### src/pump_seq_pkg.sv
package pump_seq_pkg;

  // clock and timing
  localparam int unsigned CLK_HZ          = 40_000_000;
  localparam int unsigned CYC_PER_MS      = CLK_HZ / 1000;
  localparam int unsigned LOW_HOLD_MS     = 200;
  localparam int unsigned LOW_HOLD_CYCLES = CYC_PER_MS * LOW_HOLD_MS;
  localparam int unsigned BEEP_MS         = 100;
  localparam int unsigned BEEP_CYCLES     = CYC_PER_MS * BEEP_MS;
  localparam int unsigned CNT_W           = 23;

  // program layout
  localparam int unsigned PHASE_W     = 7;
  localparam int unsigned ARG_W       = 8;
  localparam int unsigned MODE_W      = 8;
  localparam logic [6:0]  FIRST_PHASE = 7'h01;
  localparam logic [6:0]  MAX_PHASE   = 7'h63;
  localparam int unsigned OUT_BIT     = 0;

  // reset values
  localparam logic [6:0] PHASE_RST    = 7'h01;
  localparam logic [7:0] MODE_RST     = 8'h00;
  localparam logic       PROG_OUT_RST = 1'b0;

  typedef enum logic [3:0] {
    OP_PUMP        = 4'h0,
    OP_COND_JUMP   = 4'h1,
    OP_LEVEL_TRAP  = 4'h2,
    OP_ANY_TRAP    = 4'h3,
    OP_TRAP_DISARM = 4'h4,
    OP_CLEAR_TOTAL = 4'h5,
    OP_TRIG_MODE   = 4'h6,
    OP_REDIRECT    = 4'h7,
    OP_SET_OUTPUT  = 4'h8,
    OP_BEEP        = 4'h9,
    OP_JUMP        = 4'ha,
    OP_STOP        = 4'hb
  } op_t;

  typedef enum logic [1:0] {
    TRAP_NONE       = 2'b00,
    TRAP_LEVEL_EDGE = 2'b01,
    TRAP_ANY_EDGE   = 2'b10
  } trap_mode_t;

  typedef enum logic [1:0] {
    S_IDLE  = 2'b00,
    S_FETCH = 2'b01,
    S_EXEC  = 2'b10,
    S_PUMP  = 2'b11
  } seq_state_t;

endpackage : pump_seq_pkg

### src/trig_watch_if.sv
`timescale 1ns/100ps
`default_nettype none
interface trig_watch_if;
  logic rise;
  logic fall;
  logic lowHeld;
  modport watch (output rise, output fall, output lowHeld);
  modport seq   (input rise, input fall, input lowHeld);
endinterface : trig_watch_if
`default_nettype wire

### src/trig_watch.sv
`timescale 1ns/100ps
`default_nettype none
module trig_watch #(
  parameter int unsigned LowHoldCycles = pump_seq_pkg::LOW_HOLD_CYCLES
) (
  // clock and reset
  input  wire logic       clk_sys,
  input  wire logic       rstn,
  // event trigger pin
  input  wire logic       eventTrigPin,
  // edges and hold level
  trig_watch_if.watch     trig
);

  logic                          syncA_q;
  logic                          syncB_q;
  logic                          prev_q;
  logic [pump_seq_pkg::CNT_W-1:0] lowCnt_q;
  logic [pump_seq_pkg::CNT_W-1:0] holdLim;

  assign holdLim = pump_seq_pkg::CNT_W'(LowHoldCycles);

  always_ff @(posedge clk_sys) begin
    if (!rstn) begin
      syncA_q <= 1'b1;
      syncB_q <= 1'b1;
      prev_q  <= 1'b1;
    end else begin
      syncA_q <= eventTrigPin;
      syncB_q <= syncA_q;
      prev_q  <= syncB_q;
    end
  end

  always_ff @(posedge clk_sys) begin
    if (!rstn) begin
      lowCnt_q <= '0;
    end else if (syncB_q) begin
      lowCnt_q <= '0;
    end else if (lowCnt_q < holdLim) begin
      lowCnt_q <= lowCnt_q + 1'b1;
    end
  end

  assign trig.rise    = syncB_q & ~prev_q;
  assign trig.fall    = ~syncB_q & prev_q;
  assign trig.lowHeld = ~syncB_q && (lowCnt_q >= holdLim);

endmodule : trig_watch
`default_nettype wire

### src/beep_timer.sv
`timescale 1ns/100ps
`default_nettype none
module beep_timer #(
  parameter int unsigned BeepCycles = pump_seq_pkg::BEEP_CYCLES
) (
  // clock and reset
  input  wire logic clk_sys,
  input  wire logic rstn,
  // control
  input  wire logic start,
  output var  logic buzzer
);

  logic [pump_seq_pkg::CNT_W-1:0] left_q;

  always_ff @(posedge clk_sys) begin
    if (!rstn) begin
      left_q <= '0;
      buzzer <= 1'b0;
    end else if (start) begin
      left_q <= pump_seq_pkg::CNT_W'(BeepCycles);
      buzzer <= 1'b1;
    end else if (left_q > 1) begin
      left_q <= left_q - 1'b1;
    end else begin
      left_q <= '0;
      buzzer <= 1'b0;
    end
  end

endmodule : beep_timer
`default_nettype wire

### src/pump_program_event_sequencer.sv
// What this block does
// - conditional jump taken when program input low
// - setup arms one-shot trap with target
// - level/edge trap fires on falling edge
// - level/edge fires at setup if input already held low 200ms
// - remote event command fires armed trap
// - firing aborts operation, jumps to target
// - trap disarmed after it fires
// - new setup replaces existing trap
// - any-edge trap fires on both edges, remote
// - clear both dispensed volume totals
// - override sets operational trigger mode
// - program start uses stored default mode
// - redirected stop trigger fires armed trap
// - redirected stop, no trap: next phase
// - redirection cleared by trap firing or program start; firing leaves trigger mode untouched
// - set output pin to parameter level
// - beep briefly then proceed
// - unconditional jump to target phase
`timescale 1ns/100ps
`default_nettype none
module pump_program_event_sequencer #(
  parameter int unsigned LowHoldCycles = pump_seq_pkg::LOW_HOLD_CYCLES,
  parameter int unsigned BeepCycles    = pump_seq_pkg::BEEP_CYCLES
) (
  // clock and reset
  input  wire logic       clk_sys,
  input  wire logic       rstn,
  // program control from keypad or host
  input  wire logic       progStart,
  input  wire logic       progStop,
  input  wire logic       remoteEvent,
  input  wire logic [7:0] defaultTrigMode,
  // program memory
  output var  logic [6:0] fetchPhase,
  input  wire logic [3:0] instrOp,
  input  wire logic [7:0] instrArg,
  // pump operation handshake
  output var  logic       opStart,
  input  wire logic       opDone,
  output var  logic       pumpAbort,
  input  wire logic       opTrigStop,
  output var  logic [7:0] trigMode,
  // totals and status
  output var  logic       clearTotals,
  output var  logic       running,
  // ttl pins and buzzer
  input  wire logic       eventTrigPin,
  input  wire logic       progInPin,
  output var  logic       progOutPin,
  output var  logic       buzzer
);

  pump_seq_pkg::seq_state_t state_q;
  pump_seq_pkg::seq_state_t state_d;
  pump_seq_pkg::trap_mode_t trapMode_q;
  logic [6:0]               phase_q;
  logic [6:0]               phase_d;
  logic [6:0]               target_q;
  logic                     redirect_q;
  logic                     progInA_q;
  logic                     progInB_q;
  logic                     beepStart_q;
  pump_seq_pkg::op_t        op;
  logic [6:0]               argPhase;
  logic                     active;
  logic                     armed;
  logic                     edgeHit;
  logic                     redirStop;
  logic                     fire;
  logic                     advance;
  logic                     setupNow;
  logic                     setupFire;
  logic                     plainStop;

  trig_watch_if trig ();

  trig_watch #(
    .LowHoldCycles(LowHoldCycles)
  ) u_watch (
    .clk_sys      (clk_sys),
    .rstn         (rstn),
    .eventTrigPin (eventTrigPin),
    .trig         (trig.watch)
  );

  beep_timer #(
    .BeepCycles(BeepCycles)
  ) u_beep (
    .clk_sys (clk_sys),
    .rstn    (rstn),
    .start   (beepStart_q),
    .buzzer  (buzzer)
  );

  // next phase after the current one
  function automatic logic [6:0] stepPhase(input logic [6:0] p);
    stepPhase = p + 7'h01;
  endfunction : stepPhase

  // target of a jump, taken from the parameter
  function automatic logic [6:0] toPhase(input logic [7:0] a);
    toPhase = a[6:0];
  endfunction : toPhase

  // program input pin synchroniser
  always_ff @(posedge clk_sys) begin
    if (!rstn) begin
      progInA_q <= 1'b1;
      progInB_q <= 1'b1;
    end else begin
      progInA_q <= progInPin;
      progInB_q <= progInA_q;
    end
  end

  assign op       = pump_seq_pkg::op_t'(instrOp);
  assign argPhase = toPhase(instrArg);
  assign active   = (state_q != pump_seq_pkg::S_IDLE);
  assign armed    = (trapMode_q != pump_seq_pkg::TRAP_NONE);

  // event trigger sources
  always_comb begin
    case (trapMode_q)
      pump_seq_pkg::TRAP_LEVEL_EDGE: edgeHit = trig.fall;
      pump_seq_pkg::TRAP_ANY_EDGE:   edgeHit = trig.rise | trig.fall;
      default:                       edgeHit = 1'b0;
    endcase
  end

  assign setupNow  = (state_q == pump_seq_pkg::S_EXEC) &&
                     (op == pump_seq_pkg::OP_LEVEL_TRAP);
  // already held low when setup executes
  assign setupFire = setupNow && trig.lowHeld;
  assign redirStop = active && opTrigStop && redirect_q;
  assign fire      = active && armed &&
                     (edgeHit || remoteEvent || redirStop);
  // redirected stop with no trap armed
  assign advance   = redirStop && !armed;
  assign plainStop = active && opTrigStop && !redirect_q;

  // sequencer state and phase
  always_comb begin
    state_d = state_q;
    phase_d = phase_q;
    case (state_q)
      pump_seq_pkg::S_IDLE: begin
        if (progStart) begin
          state_d = pump_seq_pkg::S_FETCH;
          phase_d = pump_seq_pkg::FIRST_PHASE;
        end
      end
      pump_seq_pkg::S_FETCH: begin
        state_d = pump_seq_pkg::S_EXEC;
      end
      pump_seq_pkg::S_EXEC: begin
        state_d = pump_seq_pkg::S_FETCH;
        phase_d = stepPhase(phase_q);
        case (op)
          pump_seq_pkg::OP_PUMP: begin
            state_d = pump_seq_pkg::S_PUMP;
            phase_d = phase_q;
          end
          pump_seq_pkg::OP_COND_JUMP: begin
            // branch when program input is low
            if (!progInB_q) begin
              phase_d = argPhase;
            end
          end
          pump_seq_pkg::OP_LEVEL_TRAP: begin
            // immediate jump to the new target
            if (setupFire) begin
              phase_d = argPhase;
            end
          end
          pump_seq_pkg::OP_JUMP: begin
            phase_d = argPhase;
          end
          pump_seq_pkg::OP_STOP: begin
            state_d = pump_seq_pkg::S_IDLE;
            phase_d = pump_seq_pkg::FIRST_PHASE;
          end
          default: begin
          end
        endcase
      end
      pump_seq_pkg::S_PUMP: begin
        if (opDone) begin
          state_d = pump_seq_pkg::S_FETCH;
          phase_d = stepPhase(phase_q);
        end
      end
      default: begin
        state_d = pump_seq_pkg::S_IDLE;
      end
    endcase
    // trap jumps to target, abandoning the phase
    if (fire) begin
      state_d = pump_seq_pkg::S_FETCH;
      phase_d = target_q;
    end else if (advance) begin
      state_d = pump_seq_pkg::S_FETCH;
      phase_d = stepPhase(phase_q);
    end else if (plainStop) begin
      state_d = pump_seq_pkg::S_IDLE;
      phase_d = pump_seq_pkg::FIRST_PHASE;
    end
    // past the last phase acts as stop
    if (state_d == pump_seq_pkg::S_FETCH &&
        (phase_d > pump_seq_pkg::MAX_PHASE ||
         phase_d == 7'h00)) begin
      state_d = pump_seq_pkg::S_IDLE;
      phase_d = pump_seq_pkg::FIRST_PHASE;
    end
    if (progStop && active) begin
      state_d = pump_seq_pkg::S_IDLE;
      phase_d = pump_seq_pkg::FIRST_PHASE;
    end
  end

  always_ff @(posedge clk_sys) begin
    if (!rstn) begin
      state_q <= pump_seq_pkg::S_IDLE;
      phase_q <= pump_seq_pkg::PHASE_RST;
    end else begin
      state_q <= state_d;
      phase_q <= phase_d;
    end
  end

  always_ff @(posedge clk_sys) begin
    if (!rstn) begin
      fetchPhase <= pump_seq_pkg::PHASE_RST;
      running    <= 1'b0;
    end else begin
      fetchPhase <= phase_d;
      running    <= (state_d != pump_seq_pkg::S_IDLE);
    end
  end

  // event trap arming
  always_ff @(posedge clk_sys) begin
    if (!rstn) begin
      trapMode_q <= pump_seq_pkg::TRAP_NONE;
      target_q   <= pump_seq_pkg::PHASE_RST;
    end else if (state_q == pump_seq_pkg::S_EXEC && !fire &&
                 !progStop) begin
      case (op)
        pump_seq_pkg::OP_LEVEL_TRAP: begin
          trapMode_q <= setupFire ? pump_seq_pkg::TRAP_NONE
                                  : pump_seq_pkg::TRAP_LEVEL_EDGE;
          target_q   <= argPhase;
        end
        pump_seq_pkg::OP_ANY_TRAP: begin
          trapMode_q <= pump_seq_pkg::TRAP_ANY_EDGE;
          target_q   <= argPhase;
        end
        pump_seq_pkg::OP_TRAP_DISARM: begin
          trapMode_q <= pump_seq_pkg::TRAP_NONE;
        end
        default: begin
        end
      endcase
    end else if (fire) begin
      trapMode_q <= pump_seq_pkg::TRAP_NONE;
    end
  end

  // stop trigger redirection
  always_ff @(posedge clk_sys) begin
    if (!rstn) begin
      redirect_q <= 1'b0;
    end else if (progStart && state_q == pump_seq_pkg::S_IDLE) begin
      redirect_q <= 1'b0;
    end else if (fire || setupFire) begin
      // cleared once a trap has fired
      redirect_q <= 1'b0;
    end else if (state_q == pump_seq_pkg::S_EXEC &&
                 op == pump_seq_pkg::OP_REDIRECT) begin
      redirect_q <= 1'b1;
    end
  end

  // operational trigger mode
  always_ff @(posedge clk_sys) begin
    if (!rstn) begin
      trigMode <= pump_seq_pkg::MODE_RST;
    end else if (state_q == pump_seq_pkg::S_IDLE && progStart) begin
      // start always from the stored default
      trigMode <= defaultTrigMode;
    end else if (state_q == pump_seq_pkg::S_EXEC && !fire &&
                 op == pump_seq_pkg::OP_TRIG_MODE) begin
      trigMode <= instrArg;
    end
  end

  // pump operation strobes
  always_ff @(posedge clk_sys) begin
    if (!rstn) begin
      opStart   <= 1'b0;
      pumpAbort <= 1'b0;
    end else begin
      opStart   <= (state_q == pump_seq_pkg::S_EXEC) &&
                   (op == pump_seq_pkg::OP_PUMP) &&
                   !fire && !advance && !plainStop && !progStop;
      pumpAbort <= fire || advance || setupFire ||
                   (progStop && active) || plainStop;
    end
  end

  // totals, output pin and beep
  always_ff @(posedge clk_sys) begin
    if (!rstn) begin
      clearTotals <= 1'b0;
      beepStart_q <= 1'b0;
      progOutPin  <= pump_seq_pkg::PROG_OUT_RST;
    end else begin
      clearTotals <= (state_q == pump_seq_pkg::S_EXEC) && !fire &&
                     (op == pump_seq_pkg::OP_CLEAR_TOTAL);
      beepStart_q <= (state_q == pump_seq_pkg::S_EXEC) && !fire &&
                     (op == pump_seq_pkg::OP_BEEP);
      if (state_q == pump_seq_pkg::S_EXEC && !fire &&
          op == pump_seq_pkg::OP_SET_OUTPUT) begin
        progOutPin <= instrArg[pump_seq_pkg::OUT_BIT];
      end
    end
  end

endmodule : pump_program_event_sequencer
`default_nettype wire

### config.mk
export PLATFORM = sky130hd
export DESIGN_NAME = pump_program_event_sequencer
export DESIGN_NICKNAME = d
export VERILOG_FILES = /design/src/pump_seq_pkg.sv /design/src/trig_watch_if.sv /design/src/trig_watch.sv /design/src/beep_timer.sv /design/src/pump_program_event_sequencer.sv
export SDC_FILE = /design/constraint.sdc
export NUM_CORES = 1
export LEC_CHECK = 0
export ABC_AREA = 1
export ABC_CLOCK_PERIOD_IN_PS = 3000
export CORE_UTILIZATION = 30
export DETAILED_ROUTE_END_ITERATION = 8
export DONT_BUFFER_PORTS = 1
export PLACE_DENSITY = 0.42
export SLEW_MARGIN = 20
export SYNTH_ARGS = -nofsm -noshare
export SYNTH_HDL_FRONTEND = slang
export SYNTH_SLANG_ARGS = --single-unit
### constraint.sdc
create_clock -name clk_sys -period 3 [get_ports clk_sys]
set_input_delay 0.3 -clock clk_sys [delete_from_list [all_inputs] [get_ports clk_sys]]
set_output_delay 0.3 -clock clk_sys [all_outputs]
set_load 0.005 [all_outputs]
==> results, run 1 <==
- The share of the cycle needed by the critical path after routing is just under 90%.
- Leaving out fill and tap cells, the most frequent cell in the layout is nand2_1.
- The cell area that synthesis handed to floorplanning was between 4000 and 5000 sq um.
- The routed metal-1 wirelength is 6880 um.
- The detailed placement HPWL is about 12000 um.
- The synthesized design contains 0 enable-type register cells.
- Traced cell by cell, the critical path runs through inv_1, ha_1, o21ai_0, a21oi_1, nand2_1, nand2_2, clkinv_1, nor2_1, nand2_1, a21oi_2, inv_1, o21ai_0, a21oi_1.
- The post-synthesis register bit count is between 80 and 90.
- The first global-routing pass estimated roughly 24000 um of wire.
- In the layout the commonest cells are 175 x nand2_1, 106 x nor2_1, 99 x inv_1.
- Data on the critical path arrives at its endpoint at 2.85 ns.
- The total length of routed met3 wires is 971 um.
- The reg2reg setup slack is 0.38 ns.
- Based on the critical path, the design can be clocked at up to between 300 and 400 MHz.
- The top cell type by area accounts for 34.5% of the synthesized area.
- The violation count after the first detailed-routing iteration is roughly 340.
- The H-tree level count is 3.
- The number of buffers inserted during clock tree synthesis is 9.
- The power density normalized to cell area is between 700 and 800 nW/um^2.
- Of all cell types, the one taking the most synthesized area is dfxtp_1.
- At the end of routability-driven placement, the weighted congestion stood at roughly 0.86.
- Entering global routing, the biggest net connects 21 pins.
- The via total after detailed routing is 4861.
- The critical path class is flip-flop to flip-flop.
- From synthesis to final layout, the design area changed by 10.7%.
- The sequential area share after synthesis is around a third.
- The number of nets in the synthesized netlist is roughly 800.
- The cell internal power dissipation is around 2.4 mW.
- The post-synthesis area per instance is approximately 6.4 sq um.
- The total routing resource utilization after global routing is between 10% and 20%.
- The wire length per cell is between 15 and 20 um.
- Clock-pin slew was measured on the worst setup and hold paths at 0.07 ns.
- The largest single stage delay on the critical path is ~0.4 ns.
- Clock latency on the worst-skew pair, taken at its later pin, is around 0.35 ns.
- The region available for standard cell placement spans around 16000 sq um.
- The maximum fanout encountered on the critical timing path is 9.
- The site row count is 46.
- Counting cells, the worst reg-to-reg path comes to 13.
- The post-layout worst setup margin is roughly 0.38 ns.
- The leakage component of the power is about 2.3 nW.
- After detailed routing, the total wire length is 15000 um.
- Post-CTS timing repair inserted 0 buffers for setup.
- Counting flops with an async set or reset pin after synthesis yields a share of 0%.
- The combinational cell fraction of total power is between 30% and 40%.
- The worst slew slack as a fraction of its limit is about three fifths.
- The instance area after placement is about 5200 sq um.
- Sorting the synthesized cells by area gives the leading types as dfxtp_1 34%, nand2_1 13%, nor2_1 8.1%.
- Gates resized during post-CTS repair numbered 0.
- The clock sink total is 85.
- Cells with a size suffix above 1 make up 6.97% of the layout.
- Wire segments on met2 add up to slightly below 7000 um in the final route.
- During I/O placement, the number of pins put on the boundary was 50.
- For this run, the number of Yosys warnings is 0.
- Data on the critical path is required at its endpoint by around 3.2 ns.
- The final number of hold-violating endpoints was 0.
- For this design the total switching power over the nets is 1.73 mW.
- The diode insertion count for antenna repair is 0.
- The deepest clock path buffer count is 2.
- The minimum period implied by the final worst setup slack is about 2.6 ns.
- The setup TNS after final layout is 0 ns.
- The sequential cells in the finished layout cover a total of 1700 sq um.
- The die covers roughly 17000 sq um.
- For this run, the share of the core covered by cells in the final layout is roughly a third.
- CTS placed an instance of clkbuf_16 at the clock tree root.
- The die height is 130 um.
- The final net count is slightly above 800.
- The origin of the worst min-delay path is rstn.
- In this run the critical register-to-register path is captured at target_q[2]$_SDFFE_PN0P_.
- Setup violations remaining at the end of the flow were counted as 0.
- The fraction of power consumed by sequential logic is between 30 and 40%.
- The top routing layer in use is met4.
- The detailed-routing iteration count for the pre-antenna-repair pass is 4.
- The number of max-slew violations in the final report was 0.
- After filler insertion, the fill cell instance count of the layout stands at between 1500 and 2000.
- Before CTS, the worst setup slack after placement is 0.437 ns.
- The via count of the first global-routing pass is 4550.
- The hold path endpoint is target_q[0]$_SDFFE_PN1P_.
- The number of max-cap violations is 0.
- STA classifies the critical path startpoint as a flip-flop.
- The number of buffers inserted for hold repair after clock tree synthesis is 0.
- The DRC violations left is 0.
- Once the floorplan was initialized, standard cells occupied between 30% and 40% of the core.
- After routing the design area is about 5500 sq um.
- The vias per cell is just under 5.
- The most frequently used flop master after synthesis is dfxtp_1.
- After synthesis, the netlist uses 42 different library cells.
- In this run, the clock network consumes 25.7% of the power.
- The final clock skew is 0.00682 ns.
- The worst setup path is captured at a flip-flop.
- The initial antenna violation count is 0.
- During placement, the flow inserted port buffers numbering 0.
- The cell depth of the worst hold path is 1.
- Setup repair after global routing left no endpoint under its margin.
- The minimum hold slack is 0.0387 ns.
- From left edge to right edge, the die measures between 100 and 150 um.
- The min-delay analysis places its worst path in the category input port to flip-flop.
- For this run the aggregate overflow at the end of global routing stands at 0.
- The worst voltage drop across the vdd grid is around 0.00032 V.
- The synthesized netlist cell count is between 700 and 800.
- The remaining number of nets flagged by the antenna check after routing is 0.
- The startpoint of the worst-slack reg-to-reg timing path is u_watch.syncB_q$_SDFF_PN1_.
- The count of buffer and inverter cells on the critical path is 3.
- The switching portion of total power is around 41%.
- The multi-input combinational cell area is approximately 2800 sq um.
- The slowest stage of the critical path belongs to the cell dfxtp_1.
- The transition at the pin with the smallest max-transition slack is roughly 0.58 ns.
- The cell class contributing the biggest share of worst-path delay is compound AO/OA/AOI/OAI gates.
- The flow ran to the end, and the final reports show no timing, DRC or antenna violations.
- TritonCTS built the clock tree.
cell families (layout without fill, tap and decap cells):
kind of cell / count (synthesis) / count (layout) / synth area share [%]
xor+xnor: 18 / 18 / 3.19
flops: 85 / 85 / 34.5
fa+ha+maj: 9 / 9 / 2.28
simple gates: 393 / 393 / 35.1
compound gates: 142 / 142 / 15.4
buf+inv: 122 / 128 / 9.63
per-stage QoR:
step	std cells	power, mW
floorplan	769	2.70
global placement	975	3.15
detailed placement	975	3.12
CTS	991	4.23
global route	991	4.53
finish	991	4.18
worst reg2reg max path, delay by kind of cell, from the launching register on:
kind,cells,cell delay (ns)
AOI/OAI and AO/OA,5,0.79
adders and majority gates,1,0.27
buffers and inverters,3,0.52
DFF,1,0.39
and+or+nand+nor,4,0.51
per-layer routing:
layer	GRT usage (%)	vias up
met4	4.99	0
met2	30.9	164
met3	4.92	14
met1	23.8	2197
li1	-	2486
met5	0	-
power groups by stage:
stage	sequential, mW	clock [mW]	combinational [mW]
2_1_floorplan	1.46	0	1.24
3_3_place_gp	1.55	0	1.60
3_5_place_dp	1.54	0	1.58
4_1_cts	1.52	1.12	1.60
5_1_grt	1.54	1.17	1.83
6_report	1.51	1.07	1.59
cells in the mapped netlist, drive strengths merged, types with 7 or more instances:
| master | n |
|---|---|
| xnor2 | 7 |
| o21ai | 46 |
| nor2 | 109 |
| a21oi | 77 |
| inv | 104 |
| buf | 10 |
| nor4 | 7 |
| clkbuf | 7 |
| nand3 | 50 |
| xor2 | 11 |
| nor3 | 25 |
| ha | 9 |
| or2 | 8 |
| dfxtp | 85 |
| nand2 | 181 |
final cells by class:
| class | instances | area share (%) |
|---|---|---|
| well taps | 216 | 4.95 |
| inverters | 105 | 7.21 |
| flip-flops and latches | 85 | 31.1 |
| clock inverters | 6 | 0.847 |
| multi-input cells | 562 | 50.5 |
| repair buffers | 7 | 0.962 |
| clock buffers | 10 | 4.37 |
state kept, by name (all words and copies together), names as in the netlist:
register and cells:
u_beep.left_q 23, u_watch.lowCnt_q 23, trigMode 8, fetchPhase 7, target_q 7, state_q 2
trapMode_q 2, beepStart_q 1, clearTotals 1, opStart 1, progInA_q 1, progInB_q 1
progOutPin 1, pumpAbort 1, redirect_q 1, running 1, u_beep.buzzer 1, u_watch.prev_q 1
u_watch.syncA_q 1, u_watch.syncB_q 1
worst max path at each step:
stage,startpoint,endpoint,slack [ns],depth (start not counted)
CTS,u_watch.syncB_q$_SDFF_PN1_,target_q[2]$_SDFFE_PN0P_,0.42,13
global placement,state_q[0]$_SDFF_PN0_,fetchPhase[5]$_SDFF_PP0_,0.49,16
finish,u_watch.syncB_q$_SDFF_PN1_,target_q[2]$_SDFFE_PN0P_,0.38,13
floorplan,u_watch.syncB_q$_SDFF_PN1_,target_q[2]$_SDFFE_PN0P_,0.85,13
detailed placement,u_watch.syncB_q$_SDFF_PN1_,fetchPhase[5]$_SDFF_PP0_,0.44,16
global route,u_watch.syncB_q$_SDFF_PN1_,target_q[4]$_SDFFE_PN0P_,0.06,13
(Power assumes the default switching activity.)
==> inputs of run 2 (changes only) <==
--- a/config.mk
+++ b/config.mk
@@ -6,11 +6,12 @@
 export NUM_CORES = 1
 export LEC_CHECK = 0
 export ABC_AREA = 1
-export ABC_CLOCK_PERIOD_IN_PS = 3000
+export CELL_PAD_IN_SITES_DETAIL_PLACEMENT = 1
+export CELL_PAD_IN_SITES_GLOBAL_PLACEMENT = 1
 export CORE_UTILIZATION = 30
 export DETAILED_ROUTE_END_ITERATION = 8
 export DONT_BUFFER_PORTS = 1
-export PLACE_DENSITY = 0.42
+export PLACE_DENSITY = 0.55
 export SLEW_MARGIN = 20
 export SYNTH_ARGS = -nofsm -noshare
 export SYNTH_HDL_FRONTEND = slang
==> constraint.sdc (replaced) <==
create_clock -name clk_sys -period 3.3 [get_ports clk_sys]
set_input_delay 0.33 -clock clk_sys [delete_from_list [all_inputs] [get_ports clk_sys]]
set_output_delay 0.33 -clock clk_sys [all_outputs]
set_load 0.005 [all_outputs]
==> results, run 2 (same netlist as run 1, synthesis figures left out) <==
- The fraction of final layout cells sized beyond drive strength 1 is 6.97%.
- In the global route stage, overall resource usage came out at 20.1%.
- The initial standard-cell utilization of the core is a little under a third.
- The count of nets left with antenna violations once routing finished came out at 0.
- Counting I/O delays and the setup requirement, the final critical path takes around 2.9 ns.
- For this design the ratio of total power to cell area is ~720 nW/um^2.
- The flow ran to the end, and the final reports show no timing, DRC or antenna violations.
- Clock tree synthesis inserted a total of 9 buffers.
- The final RePlAce weighted congestion is around 0.81.
- The diode insertion count for antenna repair is 0.
- The most common cell after layout, fill and taps aside is nand2_1.
- The worst voltage drop across the vdd grid is between 0.0003 and 0.0004 V.
- 50 I/O pins were placed.
- The class of the tightest hold or removal check is input port to flip-flop.
- The final number of hold-violating endpoints is 0.
- The transition at the pin with the smallest max-transition slack is between 0.6 and 0.7 ns.
- The clock net in this run drives a total of 85 sinks.
- Using the TritonRoute via totals, the vias-per-cell ratio works out to around 5.
- The worst setup path is launched from a flip-flop.
- The maximum fanout encountered on the critical timing path is 18.
- The initial antenna violation count is 1.
- For this block, the initial DRC count from the detailed router was 273.
- The CTS tree is yes.
- The width of the die is ~130 um.
- The setup TNS after final layout is 0 ns.
- The detailed-routing iteration count for the pre-antenna-repair pass is 5.
- The floorplan step defined a die boundary enclosing 17000 sq um.
- The final clock skew is slightly below 0.009 ns.
- The worst-skew pair later-pin latency is between 0.3 and 0.4 ns.
- After clock tree synthesis, the clock-pin slew on the worst setup and hold paths is around 0.070 ns.
- The fmax is 340 MHz.
- The final critical path takes up about nine tenths of the cycle.
- For this design the static power due to leakage is around 2.3 nW.
- The global-route wire length before repair is approximately 26000 um.
- The via count of the first global-routing pass is between 4000 and 5000.
- The initialized floorplan defines 46 standard-cell rows.
- Dividing the detail-routed wire length by the instance count gives ~16 um.
- The buffer cell driving the clock tree root is clkbuf_16.
- The number of buffers inserted for hold repair after clock tree synthesis is 0.
- Counting along the longest clock path gives a buffer depth of 2.
- In this run the post-CTS setup repair buffer count came out at 0.
- By startpoint and endpoint, the worst setup path is classified as flip-flop to flip-flop.
- The die height is around 130 um.
- The detailed placement HPWL is between 10000 and 15000 um.
- Input and output buffers added on the ports amount to 0.
- The worst setup path is captured at a flip-flop.
- The worst slew slack as a fraction of its limit is 55.3%.
- Summing over every cut layer, the via total after detailed routing is approximately 4900.
- The largest registers in the layout are u_beep.left_q: 23 flops, u_watch.lowCnt_q: 23 flops, trigMode: 8 flops.
- At the worst endpoint, the required time is 3.53 ns.
- The arrival time of the worst setup path is approximately 3.2 ns.
- Global routing finished with a remaining overflow of 0.
- The maximum number of pins on one net before global-route repair is 21.
- The number of max-cap violations is 0.
- Setup repair after global routing left no endpoint under its margin.
- In the final design database the tool counted just over 800 nets.
- The DRC violations left is 0.
- The total area inside the core boundary comes to 16000 sq um.
- Leaving out fill and tap cells, the most frequent cells in the layout are 175 x nand2_1, 106 x nor2_1, 99 x inv_1.
- The number of max-slew violations in the final report came to 0.
- The design draws 3.97 mW.
- Setup violations remaining at the end of the flow were counted as 0.
- Once the clock tree was built, the resizer swapped 0 gates to a different size.
- For this block, the routed nets add up to approximately 16000 um of wire.
- Compared with the post-synthesis result, the final layout area differs by 11.2%.
- The H-tree level count is 3.
==> run 2: cell types whose count changed in the layout (fill, tap and decap cells not counted) <==
cell / change
inv_6: -2
bufinv_16: +1
clkbuf_8: +1
==> run 2: path summary, 6_finish.rpt <==
kind	from	cells after the start	endpoint	slack, ns
max	u_watch.syncB_q$_SDFF_PN1_	13	target_q[3]$_SDFFE_PN0P_	0.36
min	rstn	1	target_q[0]$_SDFFE_PN1P_	0.07
max reg2reg	u_watch.syncB_q$_SDFF_PN1_	13	target_q[3]$_SDFFE_PN0P_	0.36
min reg2reg	progInA_q$_SDFF_PN1_	1	progInB_q$_SDFF_PN1_	0.42
==> run 2: power by group <==
part	total (mW)	internal, mW	switching [mW]	leakage [nW]
sequential	1.37	1.18	0.181	0.692
clock	1.07	0.628	0.444	0.148
combinational	1.53	0.517	1.02	1.49
total	3.97	2.33	1.64	2.33
==> run 2: routing by layer <==
layer / wire length [um] / GRT usage, % / vias to the layer above
met1: 8160 / 27.7 / 2337
met2: 6960 / 31.4 / 102
met5: 11 / 0 / -
met3: 914 / 4.76 / 14
li1: - / - / 2479
met4: 189 / 4.92 / 2
==> run 2: through the flow <==
step / instances / worst slack [ns] / area [sq um] / hold slack, ns / util, %
2_1_floorplan: 769 / 1.15 / 4940 / 0.393 / -
3_3_place_gp: 975 / 0.601 / 5180 / 0.412 / 32.4
3_5_place_dp: 975 / 0.406 / 5180 / 0.407 / 32.4
4_1_cts: 991 / 0.359 / 5490 / 0.0607 / 34.3
5_1_grt: 991 / 0.0336 / 5490 / 0.0590 / 34.3
6_report: 991 / 0.361 / 5490 / 0.0714 / 34.3
==> run 2: cell type report <==
| cell class | instances | area [sq um] |
|---|---|---|
| clock buffer | 11 | 253 |
| clock inverter | 5 | 58.8 |
| fill | 2137 | 10500 |
| inverter | 105 | 394 |
| multi-input combinational | 562 | 2760 |
| sequential | 85 | 1700 |
| tap | 216 | 270 |
| timing repair buffer | 7 | 52.6 |
==> run 2: critical path, stage by stage, from the launching register on <==
cell      delay [ns]
dfxtp_1         0.40
inv_1           0.06
ha_1            0.27
o21ai_0         0.08
a21oi_1         0.14
nand2_1         0.08
nand2_2         0.13
clkinv_1        0.44
nor2_1          0.30
nand2_1         0.13
a21oi_2         0.29
inv_1           0.23
o21ai_0         0.21
a21oi_1         0.06
